[src/hw/periph_bank_regs.vh]
// Register offsets, field positions, reset values and timing counts for the bank controller
`ifndef PERIPH_BANK_REGS_VH
`define PERIPH_BANK_REGS_VH
// Register indices; byte address is four times the index
`define IDX_BANK0_CONFIG 8'h00
`define IDX_LOGIC_BANK_CONFIG 8'h02
`define IDX_NAND_BANK_CONFIG 8'h03
`define IDX_BANK0_ACCESS_TIMING 8'h10
`define IDX_LOGIC_BANK_ACCESS_TIMING 8'h12
`define IDX_NAND_BANK_ACCESS_TIMING 8'h13
`define IDX_CTRL_STATUS 8'h20
// Reset values
`define RST_BANK0_CONFIG 32'hfc0d_a000
`define RST_LOGIC_BANK_CONFIG 32'hc003_8000
`define RST_NAND_BANK_CONFIG 32'hd00f_c000
`define RST_BANK0_ACCESS_TIMING 32'h0301_7300
`define RST_LOGIC_BANK_ACCESS_TIMING 32'h2481_4580
`define RST_NAND_BANK_ACCESS_TIMING 32'h7f8f_fe80
// Field positions, bit 0 is the word's MSB, so doc bit n sits at vector bit 31-n
`define AP_BURST_ALLOW 31
`define AP_WAIT_HI 30
`define AP_WAIT_LO 23
`define AP_SEL_HI 19
`define AP_SEL_LO 18
`define AP_RD_HI 17
`define AP_RD_LO 16
`define AP_WON_HI 15
`define AP_WON_LO 14
`define AP_WOFF_HI 13
`define AP_WOFF_LO 12
`define AP_HOLD_HI 11
`define AP_HOLD_LO 9
`define AP_READY_USE 8
`define AP_READY_SAME 7
`define AP_BYTE_POLICY 6
`define AP_PARITY_ON 5
`define CF_BASE_HI 31
`define CF_BASE_LO 20
`define CF_SIZE_HI 19
`define CF_SIZE_LO 17
`define CF_USAGE_HI 16
`define CF_USAGE_LO 15
`define CF_WIDTH_HI 14
`define CF_WIDTH_LO 13
// Usage and width codes
`define USAGE_READ_BIT 1
`define USAGE_WRITE_BIT 0
`define WIDTH_32 2'b10
// Ready wait limit; accesses stalled longer than this end with a timeout flag
`define READY_TIMEOUT_US 100
`define CLK_MHZ 25
`define READY_TIMEOUT_CYC (`READY_TIMEOUT_US * `CLK_MHZ)
`endif

[src/hw/bank_decode.v]
// Address window decode for one chip-select bank
`timescale 1ns/1ps
module bank_decode (
  input wire [31:0] config_word,
  input wire [31:0] addr,
  input wire is_write,
  output reg hit,
  output reg allowed
);
  `include "periph_bank_regs.vh"
  reg [7:0] size_bits;
  reg [31:0] mask;
  always @* begin
    case (config_word[`CF_SIZE_HI:`CF_SIZE_LO])
      3'd0: size_bits = 8'd20;
      3'd1: size_bits = 8'd21;
      3'd2: size_bits = 8'd22;
      3'd3: size_bits = 8'd23;
      3'd4: size_bits = 8'd24;
      3'd5: size_bits = 8'd25;
      3'd6: size_bits = 8'd26;
      default: size_bits = 8'd27;
    endcase
    mask = 32'hffff_ffff << size_bits;
    // Base gives address bits 31:20; size masks the low part of it
    hit = ((addr & mask) == ({config_word[`CF_BASE_HI:`CF_BASE_LO], 20'h0_0000} & mask));
    allowed = is_write ? config_word[15 + `USAGE_WRITE_BIT]
                       : config_word[15 + `USAGE_READ_BIT];
  end
endmodule // bank_decode

[src/hw/access_timer.v]
// Down counter for the timed phases of an access
`timescale 1ns/1ps
module access_timer #(
  parameter WIDTH = 8
) (
  input wire clk_sys,
  input wire srst,
  input wire load,
  input wire [WIDTH-1:0] value,
  output wire zero
);
  reg [WIDTH-1:0] count;
  always @(posedge clk_sys) begin
    if (srst) begin
      count <= {WIDTH{1'b0}};
    end else if (load) begin
      count <= value;
    end else if (count != {WIDTH{1'b0}}) begin
      count <= count - {{(WIDTH-1){1'b0}}, 1'b1};
    end
  end
  assign zero = (count == {WIDTH{1'b0}});
endmodule // access_timer

[src/hw/peripheral_bank_timing_ctrl.v]
// Chip-select bank controller for asynchronous peripheral devices
// Overview of operation
// - Access timing bits 1-8 hold a wait count that lengthens each access by that many cycles.
// - Timing bits 12-13 delay chip select by 0 to 3 cycles from the start of an access.
// - Timing bits 14-15 delay read strobe after chip select on reads.
// - Timing bits 16-17 and 18-19 set when write byte strobes turn on and off.
// - Timing bits 20-22 give a 0 to 7 cycle hold after each access before the next starts.
// - With ready use on and same-cycle off, the transfer ends one cycle after ready is seen.
// - With ready use and same-cycle on, the transfer ends in the cycle ready is seen.
// - With byte strobe policy clear, write byte strobes are active only on writes.
// - Parity on clear means no parity check; bit 0 allows bursts, clear gives single accesses; the code never checks parity and issues single accesses only.
// - Config bits 0-11 give the window base address the bank answers at.
// - Config bits 12-14 give the window size, 001 is 2 MB, 110 is 64 MB, 111 is 128 MB.
// - Config bits 15-16 give the allowed access types, 11 allows reads and writes.
// - Config bits 17-18 give the data width, 10 is 32 bits and any other code 16 bits.
`timescale 1ns/1ps
`include "periph_bank_regs.vh"
module peripheral_bank_timing_ctrl #(
  parameter NUM_BANKS = 3,
  parameter READY_TIMEOUT = `READY_TIMEOUT_CYC
) (
  input wire clk_sys,
  input wire srst,
  input wire [7:0] reg_addr,
  input wire [31:0] reg_wdata,
  input wire reg_wr,
  input wire reg_rd,
  output reg [31:0] reg_rdata,
  input wire req_valid,
  input wire req_write,
  input wire [31:0] req_addr,
  input wire [31:0] req_wdata,
  input wire [3:0] req_be,
  output reg req_done,
  output reg req_error,
  output reg [31:0] req_rdata,
  output reg [31:0] periph_addr,
  output reg [31:0] periph_data_out,
  output reg periph_data_oe,
  input wire [31:0] periph_data_in,
  output reg [2:0] periph_select_n,
  output reg periph_read_strobe_n,
  output reg [1:0] periph_write_byte_strobes_n,
  input wire periph_ready_in,
  output reg periph_wide
);
  localparam ST_IDLE = 3'd0;
  localparam ST_SETUP = 3'd1;
  localparam ST_WAIT = 3'd2;
  localparam ST_READY = 3'd3;
  localparam ST_LATE = 3'd4;
  localparam ST_HOLD = 3'd5;
  localparam ST_TRAIL = 3'd6;

  reg [31:0] config_reg [0:NUM_BANKS-1];
  reg [31:0] timing_reg [0:NUM_BANKS-1];
  reg [2:0] state;
  reg [1:0] bank;
  reg is_write;
  reg [7:0] phase;
  reg timeout_flag;
  reg unmapped_flag;
  reg [31:0] tmo_count;
  wire [NUM_BANKS-1:0] hit;
  wire [NUM_BANKS-1:0] allowed;
  wire timer_zero;
  reg timer_load;
  reg [7:0] timer_value;
  reg [1:0] hit_bank;
  reg any_hit;
  reg [31:0] next_reg_rdata;
  // Lanes held for the whole access; the requester may move them
  reg [1:0] byte_lanes;
  integer i;
  integer j;

  // Fields of the active bank, MSB-first numbering mapped onto vector bits
  wire [31:0] ap = timing_reg[bank];
  wire [7:0] wait_cycles [0:NUM_BANKS-1];
  wire [1:0] select_on_delay = ap[`AP_SEL_HI:`AP_SEL_LO];
  wire [1:0] read_strobe_delay = ap[`AP_RD_HI:`AP_RD_LO];
  wire [1:0] write_strobe_on_delay = ap[`AP_WON_HI:`AP_WON_LO];
  wire [1:0] write_strobe_off_delay = ap[`AP_WOFF_HI:`AP_WOFF_LO];
  wire [2:0] hold_cycles = ap[`AP_HOLD_HI:`AP_HOLD_LO];
  wire ready_use = ap[`AP_READY_USE];
  wire ready_same_cycle = ap[`AP_READY_SAME];
  wire byte_strobe_policy = ap[`AP_BYTE_POLICY];

  function [31:0] reset_config;
    input integer n;
    begin
      case (n)
        0: reset_config = `RST_BANK0_CONFIG;
        1: reset_config = `RST_LOGIC_BANK_CONFIG;
        default: reset_config = `RST_NAND_BANK_CONFIG;
      endcase
    end
  endfunction

  function [31:0] reset_timing;
    input integer n;
    begin
      case (n)
        0: reset_timing = `RST_BANK0_ACCESS_TIMING;
        1: reset_timing = `RST_LOGIC_BANK_ACCESS_TIMING;
        default: reset_timing = `RST_NAND_BANK_ACCESS_TIMING;
      endcase
    end
  endfunction

  // Bank index for a register index, or NUM_BANKS when none
  function [1:0] bank_of;
    input [7:0] idx;
    begin
      case (idx)
        `IDX_BANK0_CONFIG, `IDX_BANK0_ACCESS_TIMING: bank_of = 2'd0;
        `IDX_LOGIC_BANK_CONFIG, `IDX_LOGIC_BANK_ACCESS_TIMING: bank_of = 2'd1;
        `IDX_NAND_BANK_CONFIG, `IDX_NAND_BANK_ACCESS_TIMING: bank_of = 2'd2;
        default: bank_of = 2'd3;
      endcase
    end
  endfunction

  genvar g;
  generate
    for (g = 0; g < NUM_BANKS; g = g + 1) begin : dec
      bank_decode u_dec (
        .config_word(config_reg[g]),
        .addr(req_addr),
        .is_write(req_write),
        .hit(hit[g]),
        .allowed(allowed[g])
      );
    end
  endgenerate

  // Wait count per bank; idle must load the bank being entered, not the last one
  generate
    for (g = 0; g < NUM_BANKS; g = g + 1) begin : waits
      assign wait_cycles[g] = timing_reg[g][`AP_WAIT_HI:`AP_WAIT_LO];
    end
  endgenerate

  access_timer #(.WIDTH(8)) u_timer (
    .clk_sys(clk_sys),
    .srst(srst),
    .load(timer_load),
    .value(timer_value),
    .zero(timer_zero)
  );

  // Lowest-numbered bank wins if windows overlap
  always @* begin
    hit_bank = 2'd0;
    any_hit = 1'b0;
    for (j = NUM_BANKS - 1; j >= 0; j = j - 1) begin
      if (hit[j]) begin
        hit_bank = j[1:0];
        any_hit = 1'b1;
      end
    end
  end

  // Register file; the bus is never stalled
  always @(posedge clk_sys) begin
    if (srst) begin
      for (i = 0; i < NUM_BANKS; i = i + 1) begin
        config_reg[i] <= reset_config(i);
        timing_reg[i] <= reset_timing(i);
      end
      reg_rdata <= 32'h0000_0000;
    end else begin
      if (reg_wr && bank_of(reg_addr) != 2'd3) begin
        if (reg_addr[4])
          timing_reg[bank_of(reg_addr)] <= reg_wdata;
        else
          config_reg[bank_of(reg_addr)] <= reg_wdata;
      end
      reg_rdata <= next_reg_rdata;
    end
  end

  // Read mux; the registered copy stands only in the cycle after the strobe
  always @* begin
    next_reg_rdata = 32'h0000_0000;
    if (reg_rd) begin
      if (reg_addr == `IDX_CTRL_STATUS) begin
        next_reg_rdata = {26'h000_0000, unmapped_flag, timeout_flag, state == ST_IDLE, state};
      end else if (bank_of(reg_addr) != 2'd3) begin
        if (reg_addr[4]) begin
          next_reg_rdata = timing_reg[bank_of(reg_addr)];
        end else begin
          next_reg_rdata = config_reg[bank_of(reg_addr)];
        end
      end
    end
  end

  // Timer load decisions for each phase transition
  always @* begin
    timer_load = 1'b0;
    timer_value = 8'h00;
    case (state)
      ST_IDLE: begin
        if (req_valid && any_hit && allowed[hit_bank]) begin
          timer_load = 1'b1;
          timer_value = wait_cycles[hit_bank];
        end
      end
      ST_READY: begin
        if (periph_ready_in && ready_same_cycle) begin
          timer_load = 1'b1;
          timer_value = {5'h00, hold_cycles};
        end
      end
      ST_WAIT, ST_LATE: begin
        if (timer_zero && !(state == ST_WAIT && ready_use)) begin
          timer_load = 1'b1;
          timer_value = {5'h00, hold_cycles};
        end
      end
      default: begin
        timer_load = 1'b0;
      end
    endcase
  end

  // Access sequencer; phase counts cycles since the access began
  always @(posedge clk_sys) begin
    if (srst) begin
      state <= ST_IDLE;
      bank <= 2'd0;
      is_write <= 1'b0;
      phase <= 8'h00;
      req_done <= 1'b0;
      req_error <= 1'b0;
      req_rdata <= 32'h0000_0000;
      periph_addr <= 32'h0000_0000;
      periph_data_out <= 32'h0000_0000;
      periph_data_oe <= 1'b0;
      periph_select_n <= 3'b111;
      periph_read_strobe_n <= 1'b1;
      periph_write_byte_strobes_n <= 2'b11;
      periph_wide <= 1'b0;
      byte_lanes <= 2'b11;
      timeout_flag <= 1'b0;
      unmapped_flag <= 1'b0;
      tmo_count <= 32'h0000_0000;
    end else begin
      req_done <= 1'b0;
      req_error <= 1'b0;
      if (phase != 8'hff)
        phase <= phase + 8'h01;
      case (state)
        ST_IDLE: begin
          phase <= 8'h00;
          if (req_valid) begin
            if (any_hit && allowed[hit_bank]) begin
              // Single accesses only; burst allow is stored but bursts are never issued
              bank <= hit_bank;
              is_write <= req_write;
              byte_lanes <= req_be[1:0];
              periph_addr <= req_addr;
              periph_data_out <= req_wdata;
              periph_data_oe <= req_write;
              periph_wide <= (config_reg[hit_bank][`CF_WIDTH_HI:`CF_WIDTH_LO] == `WIDTH_32);
              tmo_count <= 32'h0000_0000;
              timeout_flag <= 1'b0;
              state <= ST_SETUP;
            end else begin
              req_done <= 1'b1;
              req_error <= 1'b1;
              unmapped_flag <= 1'b1;
              // Through hold, so a request still up at the next edge is not refused twice
              state <= ST_HOLD;
            end
          end
        end
        ST_SETUP, ST_WAIT, ST_READY, ST_TRAIL, ST_LATE: begin
          if (phase >= {6'h00, select_on_delay})
            periph_select_n[bank] <= 1'b0;
          if (!is_write && phase >= {6'h00, select_on_delay} + {6'h00, read_strobe_delay})
            periph_read_strobe_n <= 1'b0;
          if (is_write && !byte_strobe_policy) begin
            if (phase >= {6'h00, write_strobe_on_delay} && state != ST_LATE)
              periph_write_byte_strobes_n <= ~byte_lanes;
          end else if (byte_strobe_policy) begin
            periph_write_byte_strobes_n <= ~byte_lanes;
          end
          if (state == ST_SETUP)
            state <= ST_WAIT;
          if (state == ST_WAIT && timer_zero) begin
            if (ready_use)
              state <= ST_READY;
            else
              state <= ST_LATE;
          end
          if (state == ST_READY) begin
            tmo_count <= tmo_count + 32'h0000_0001;
            if (periph_ready_in) begin
              if (ready_same_cycle) begin
                req_rdata <= periph_data_in;
                state <= ST_LATE;
              end else begin
                state <= ST_TRAIL;
              end
            end else if (tmo_count >= READY_TIMEOUT) begin
              timeout_flag <= 1'b1;
              state <= ST_LATE;
            end
          end
          // Ready was taken last cycle; the transfer lands one cycle later
          if (state == ST_TRAIL) begin
            req_rdata <= periph_data_in;
            state <= ST_LATE;
          end
          // Final phase: strobes off after the off delay, then hold
          if (state == ST_LATE) begin
            if (phase >= {6'h00, write_strobe_off_delay} || !is_write)
              periph_write_byte_strobes_n <= 2'b11;
            if (!ready_use)
              req_rdata <= periph_data_in;
            periph_read_strobe_n <= 1'b1;
            periph_select_n <= 3'b111;
            periph_data_oe <= 1'b0;
            req_done <= 1'b1;
            req_error <= timeout_flag;
            state <= ST_HOLD;
          end
        end
        ST_HOLD: begin
          periph_write_byte_strobes_n <= 2'b11;
          if (timer_zero)
            state <= ST_IDLE;
        end
        default: begin
          state <= ST_IDLE;
        end
      endcase
    end
  end
endmodule // peripheral_bank_timing_ctrl

[config.mk]
export PLATFORM = sky130hd
export DESIGN_NAME = peripheral_bank_timing_ctrl
export DESIGN_NICKNAME = d
export VERILOG_FILES = /design/src/hw/bank_decode.v /design/src/hw/access_timer.v /design/src/hw/peripheral_bank_timing_ctrl.v
export VERILOG_INCLUDE_DIRS = /design/src /design/src/hw
export SDC_FILE = /design/constraint.sdc
export NUM_CORES = 1
export LEC_CHECK = 0
export BUFFER_PORTS_ARGS = -buffer_cell sky130_fd_sc_hd__buf_2
export CORE_ASPECT_RATIO = 1.25
export CORE_MARGIN = 5
export CORE_UTILIZATION = 57
export DETAILED_ROUTE_END_ITERATION = 12
export HOLD_SLACK_MARGIN = 0.12
export PLACE_DENSITY = 0.91
export REMOVE_ABC_BUFFERS = 1
export SETUP_SLACK_MARGIN = 0.05
export SYNTH_ARGS = -nofsm -noshare
export SYNTH_HDL_FRONTEND = slang
export SYNTH_SLANG_ARGS = --single-unit
export TNS_END_PERCENT = 10
[constraint.sdc]
create_clock -name clk_sys -period 9.3 [get_ports clk_sys]
set_clock_uncertainty 0.05 [all_clocks]
set_input_delay 1.86 -clock clk_sys [delete_from_list [all_inputs] [get_ports clk_sys]]
set_output_delay 1.86 -clock clk_sys [all_outputs]
set_load 0.02 [all_outputs]
# == After elaboration in Yosys (flattened, before gate mapping) ==
# Memories as Yosys holds them, arrays and structs flattened. A register that Yosys moved wholly into a read port is not among the register bits.
# Index checks and enable logic that the tools add are counted.
# classes
n_addsub,4
mul,0
div,0
magnitude_cmp,9
eq_ne,45
shifts,3
mux,121
bitwise_logic,13
reduce_logical,46
# op_table
cell,count
two-way mux 32 bit,18
bitwise AND 32 bit,6
== test 32 bit,3
left shift 32 x 5 -> 32 bit (first input constant),3
case mux 4 bit (7 select lines),3
case mux 32 bit (2 select lines),1
OR reduction 32 bit,2
two-way mux 2 bit,28
two-way mux 3 bit,15
two-way mux 8 bit,5
two-way mux 1 bit,37
== test 3 bit (second input constant),12
adder 32 x 1 -> 32 bit (second input constant),1
greater-or-equal comparator 32 x 12 -> 1 bit (second input constant),1
== test 3 x 2 -> 1 bit (second input constant),8
== test 8 x 5 -> 1 bit (second input constant),3
greater-or-equal comparator 8 x 2 -> 1 bit,3
case mux 8 bit (3 select lines),1
binary-select mux 8 bit (select 2 bit),1
== test 8 x 2 -> 1 bit (second input constant),2
zero test 8 bit,2
inequality test 2 bit (second input constant),8
== test 3 x 1 -> 1 bit (second input constant),4
logical AND 1 bit,12
other kinds (37),62
# word_totals
reg_bits,196
latch_bits,0
mem_bits_rw,192
romBits,0
inputBits,147
out_inout_bits,138
wordCells,264
mem_count,2
# memory_table
name,depth,width,rd,rd_clocked_by_memory_dff,write_ports,line_no,source
config_reg,3,32,5,0,3,peripheral_bank_timing_ctrl.v:55,reg [31:0] config_reg [0:NUM_BANKS-1];
timing_reg,3,32,5,1,3,peripheral_bank_timing_ctrl.v:56,reg [31:0] timing_reg [0:NUM_BANKS-1];

# == Logic depth before layout (Yosys ltp) ==
# An unclocked memory read counts as a cell.
# depth
depth_word,16
ltp_mapped,11
ltp_nobuf,10

# == Hierarchy ==
# A second synthesis with hierarchy kept.
# hier_totals
cells_unflattened,1817
area_unflattened_um2,19780.2
# modules_own_cells
mod,n_inst,cells_per_inst,area_each_um2,seq_area_each_um2
peripheral_bank_timing_ctrl,1,1695,18749.2,11130.7
bank_decode,3,23,185.2,0.0
access_timer,1,53,475.5,160.2

# == Least setup slack after synthesis ==
# No wires, ideal clock.
# synth_timing
path_type,input -> register
start,input reg_addr[3]
end,"memory config_reg[1][0], enable pin"
setup_ns,0.466
t_arrival_ns,5.744
required_ns,8.784
setup_slack_ns,3.041
stages,6
n_path_buf,2
path_cell_list,or4_1 nor3_2 nand2_1 clkbuf_1 clkbuf_1 o21ai_0
# synth_rtl
element,line_no,source
from (decl),peripheral_bank_timing_ctrl.v:24,"input wire [7:0] reg_addr,"
to (decl),peripheral_bank_timing_ctrl.v:55,

# == Worst setup path after layout ==
# layout_timing
start,input req_addr[31]
end,register tmo_count[15]
# layout_via
elab_chain_len,10
word_cells_on_any_way,17
classes_between,eq/ne: 4; mux: 8; bitwise: 3; reduce/logical: 2
# layout_lines
element,line_no,source
from (decl),peripheral_bank_timing_ctrl.v:31,"input wire [31:0] req_addr,"
bitwise AND 32 bit,bank_decode.v:26,"hit = ((addr & mask) == ({config_word[`CF_BASE_HI:`CF_BASE_LO], 20'h0_0000} & mask));"
== test 32 bit,bank_decode.v:26,
two-way mux 2 bit (3 in a row),peripheral_bank_timing_ctrl.v:157,if (hit[j]) begin
binary-select mux 1 bit (select 2 bit),peripheral_bank_timing_ctrl.v:258,if (any_hit && allowed[hit_bank]) begin
two-way mux 1 bit (not written as such),peripheral_bank_timing_ctrl.v:258,
logical AND 1 bit *,peripheral_bank_timing_ctrl.v:258,
inequality test 2 x 1 -> 1 bit (no line) *,-,
AND reduction 4 bit (no line) *,-,
to (signal assigned),peripheral_bank_timing_ctrl.v:299,tmo_count <= tmo_count + 32'h0000_0001;
to (decl),peripheral_bank_timing_ctrl.v:63,reg [31:0] tmo_count;
# Every way passes the cells marked *; elsewhere a longest branch is shown, timed or not. The select of a mux whose other input is x is not followed.
# A chain may end at the register's enable or synchronous reset.

==> flow_summary_export.csv <==
group,metric,value,unit
min_path,hold_path_class,"reg -> reg",
logic_synthesis,ys_seq_area_frac,0.5801,
finish,register_area,11290,µm²
timing,fmax,0.1841,GHz
place,place_area,21430,µm²
critical_path,endpoint_kind,"flip-flop",
logic_synthesis,synth_edf_count,244,
critical_path,crit_path_cell_trace,"buf_2, xor2_1, nor3_1, and4_1, nand2_1, a221oi_2, buf_4, or2_2, buf_4, nand2_1, o21ba_2",
global_route,met2_usage,0.4834,
global_route,grt_pass1_wl,84010,µm
clock_tree,cts_tree,"done",
timing,maxSlewViolCount,0,
critical_path,arrival,5870,ps
critical_path,cp-start-kind,"primary input",
clock_tree,cts.clk_slew.worst_paths,60,ps
die,die_h,216.6,µm
power,power.share.sequential,0.470,
global_route,grt_util_met1,0.3170,
power,internal-power,0.003584,W
power,p_leak,9.022,nW
die,die_area,37970,µm²
logic_synthesis,synthArstFlopShare,0,
clock_tree,postCtsSetupRepairBufs,0,
global_route,use_met3,0.06901,
timing,period_minus_slack,5431,ps
detailed_routing,dr.pass1.iters,5,
logic_synthesis,yosys_most_used_dff,"edfxtp_1",
logic_synthesis,synth_cell_types,69,
flow_run,maxCapViolations,0,
timing,finalHoldViolations,0,
finish,layout_commonest_cell,"buf_2",
die,dieWidth,175.3,µm
power,swShare,0.2631,
critical_path,slowest_delay,890,ps
place,place.gp.congestion,0.8940,
place,numPortBuffers,282,
critical_path,regToRegSetupSlack,4910,ps
logic_synthesis,synth_seq_cells,442,
global_route,grt_max_degree,87,
timing,grt_setup_unrepaired,"false",
timing,tns,0,ps
logic_synthesis,synth_warnings,0,
clock_tree,root_buffer,"clkbuf_16",
run_status,outcome,"completed",
die,ioPinCount,285,
finish,multi_input_area,7948,µm²
place,place_hpwl,35660,µm
die,core.rowCount,75,
finish,post-route-cell-area,22950,µm²
critical_path,cp_num_buf_inv,3,
finish,nFillCells,2291,
detailed_routing,routed_wirelength,55000,µm
power,p_per_area,211.9,nW/µm²
power,p_sw,0.001279,W
detailed_routing,drt-initial-drc-count,1755,
clock_tree,post_cts_resized,0,
finish,final_cells,2432,
critical_path,crit_required,9740,ps
clock_tree,ctsHoldBuffers,0,
timing,setup_viol,0,
logic_synthesis,syn-cell-area,19460,µm²
clock_tree,cts_buffers,43,
clock_tree,clkLatencyLatePin,550,ps
timing,relSlewSlack,0.1049,
detailed_routing,num_vias,15080,
finish,syn2layout_area_growth,17.91,%
timing,worst_pin_slew,1341,ps
finish,final_layout_size_suffix_gt1_frac,0.2381,
power,p_clk_frac,0.380,
finish,final_nets,2133,
finish,layout_common_cells,"buf_2 (281), edfxtp_1 (244), nand2_1 (210), dfxtp_1 (198), a21oi_1 (135)",
clock_tree,cts_htree_levels,2,
place,dpl.cell_count,2349,
die,core,33690,µm²
global_route,grt_overflow,0,
power,power_frac_comb,0.150,
die,initial_core_util,0.5778,
critical_path,cp_top_family,"simple AND/OR/NAND/NOR gates",
clock_tree,max-clock-path-buffers,3,
detailed_routing,vias_per_cell,6.200,
critical_path,cp_max_fo,76,
power,vdd_drop_max,0.1737,mV
clock_tree,cts.sinks,442,
detailed_routing,ant_nets,0,
detailed_routing,drcViolationCount,0,
critical_path,crit_type,"in -> reg",
global_route,grt.busiest_layer,"met2",
logic_synthesis,syn_inst,1671,
detailed_routing,avgRoutedWirePerCell,22.61,µm
global_route,grt_use_total,0.2815,
logic_synthesis,avgSynthCellArea,11.65,µm²
timing,finalCritPeriodShare,0.5840,
global_route,grt_pass1_vias,15410,
global_route,antenna_found_initial,6,
critical_path,cpMaxStageDelayCell,"nand2_1",
-- area by class of cell --
| class | count | area share |
|---|---|---|
| Multi-Input combinational cell | 1159 | 0.3463 |
| Sequential cell | 442 | 0.4919 |
| Timing Repair Buffer | 304 | 0.06880 |
| Clock buffer | 62 | 0.05708 |
| Inverter | 21 | 0.003434 |
| Tap cell | 423 | 0.02306 |
| Antenna cell | 6 | 0.0006542 |
| Clock inverter | 15 | 0.008777 |
-- Yosys cell counts (all sizes together), types with 25 or more instances --
master | count | share of area
nand2b | 25 | 0.0080
and2 | 136 | 0.044
buf | 25 | 0.0058
nand2 | 210 | 0.040
clkbuf | 75 | 0.014
o21ai | 33 | 0.0085
mux2i | 71 | 0.037
mux4 | 66 | 0.076
or3 | 57 | 0.018
edfxtp | 244 | 0.38
nand3 | 30 | 0.0077
xor2 | 32 | 0.014
dfxtp | 198 | 0.20
a21oi | 135 | 0.035
nor2 | 105 | 0.020
-- path summary, 6_finish.rpt --
check | start | to | depth (start not counted)
worst min-delay path | periph_data_out[13] | periph_data_out[13] | 2
worst max register to register | config_reg[0][31] | tmo_count[15] | 10
worst max-delay path | req_addr[31] | tmo_count[15] | 11
worst min register to register | periph_data_out[13] | periph_data_out[13] | 2
-- metrics by stage --
| stage | setup WS, ps | power, W | hold WS, ps | utilization |
|---|---|---|---|---|
| 4_1_cts | 3989 | 0.004864 | 402.6 | 0.6809 |
| 3_3_place_gp | 3606 | 0.002984 | 388.3 | 0.6360 |
| 3_5_place_dp | 3474 | 0.003026 | 394.0 | 0.6360 |
| 6_report | 3869 | 0.004863 | 400.0 | 0.6813 |
| 5_1_grt | 3648 | 0.005040 | 420.1 | 0.6812 |
| 2_1_floorplan | 2084 | 0.002759 | 386.1 | - |
-- per-layer routing --
layer,up-vias,part of all wire
li1,6632,-
met1,7173,0.33
met2,1038,0.49
met3,233,0.11
met4,2,0.062
met5,-,0.00020
-- power by group through the flow --
stage               clock network, W  logic [W]  registers (W)
floorplan                          0   0.000419        0.00234
global placement                   0   0.000675        0.00231
detailed placement                 0   0.000704        0.00232
CTS                          0.00187   0.000715        0.00228
global route                 0.00195   0.000792        0.00230
finish                       0.00185   0.000727        0.00229
-- tightest hold or removal path, stage by stage, from the launching register on --
cell and delay [ps]:
dfxtp_1 300, nand2_1 50, a21oi_1 50
-- kinds of logic after synthesis --
| group | count (synthesis) | share of synthesized area |
|---|---|---|
| and+or+nand+nor | 641 | 0.1648 |
| buffers and inverters | 121 | 0.02436 |
| muxes | 141 | 0.1152 |
| AOI/OAI and AO/OA | 260 | 0.08286 |
| other | 1 | 0.0001927 |
| adders and majority gates | 15 | 0.01003 |
| xor gates and xnor gates | 50 | 0.02250 |
| DFF | 442 | 0.5801 |
(Power assumes the default switching activity.)
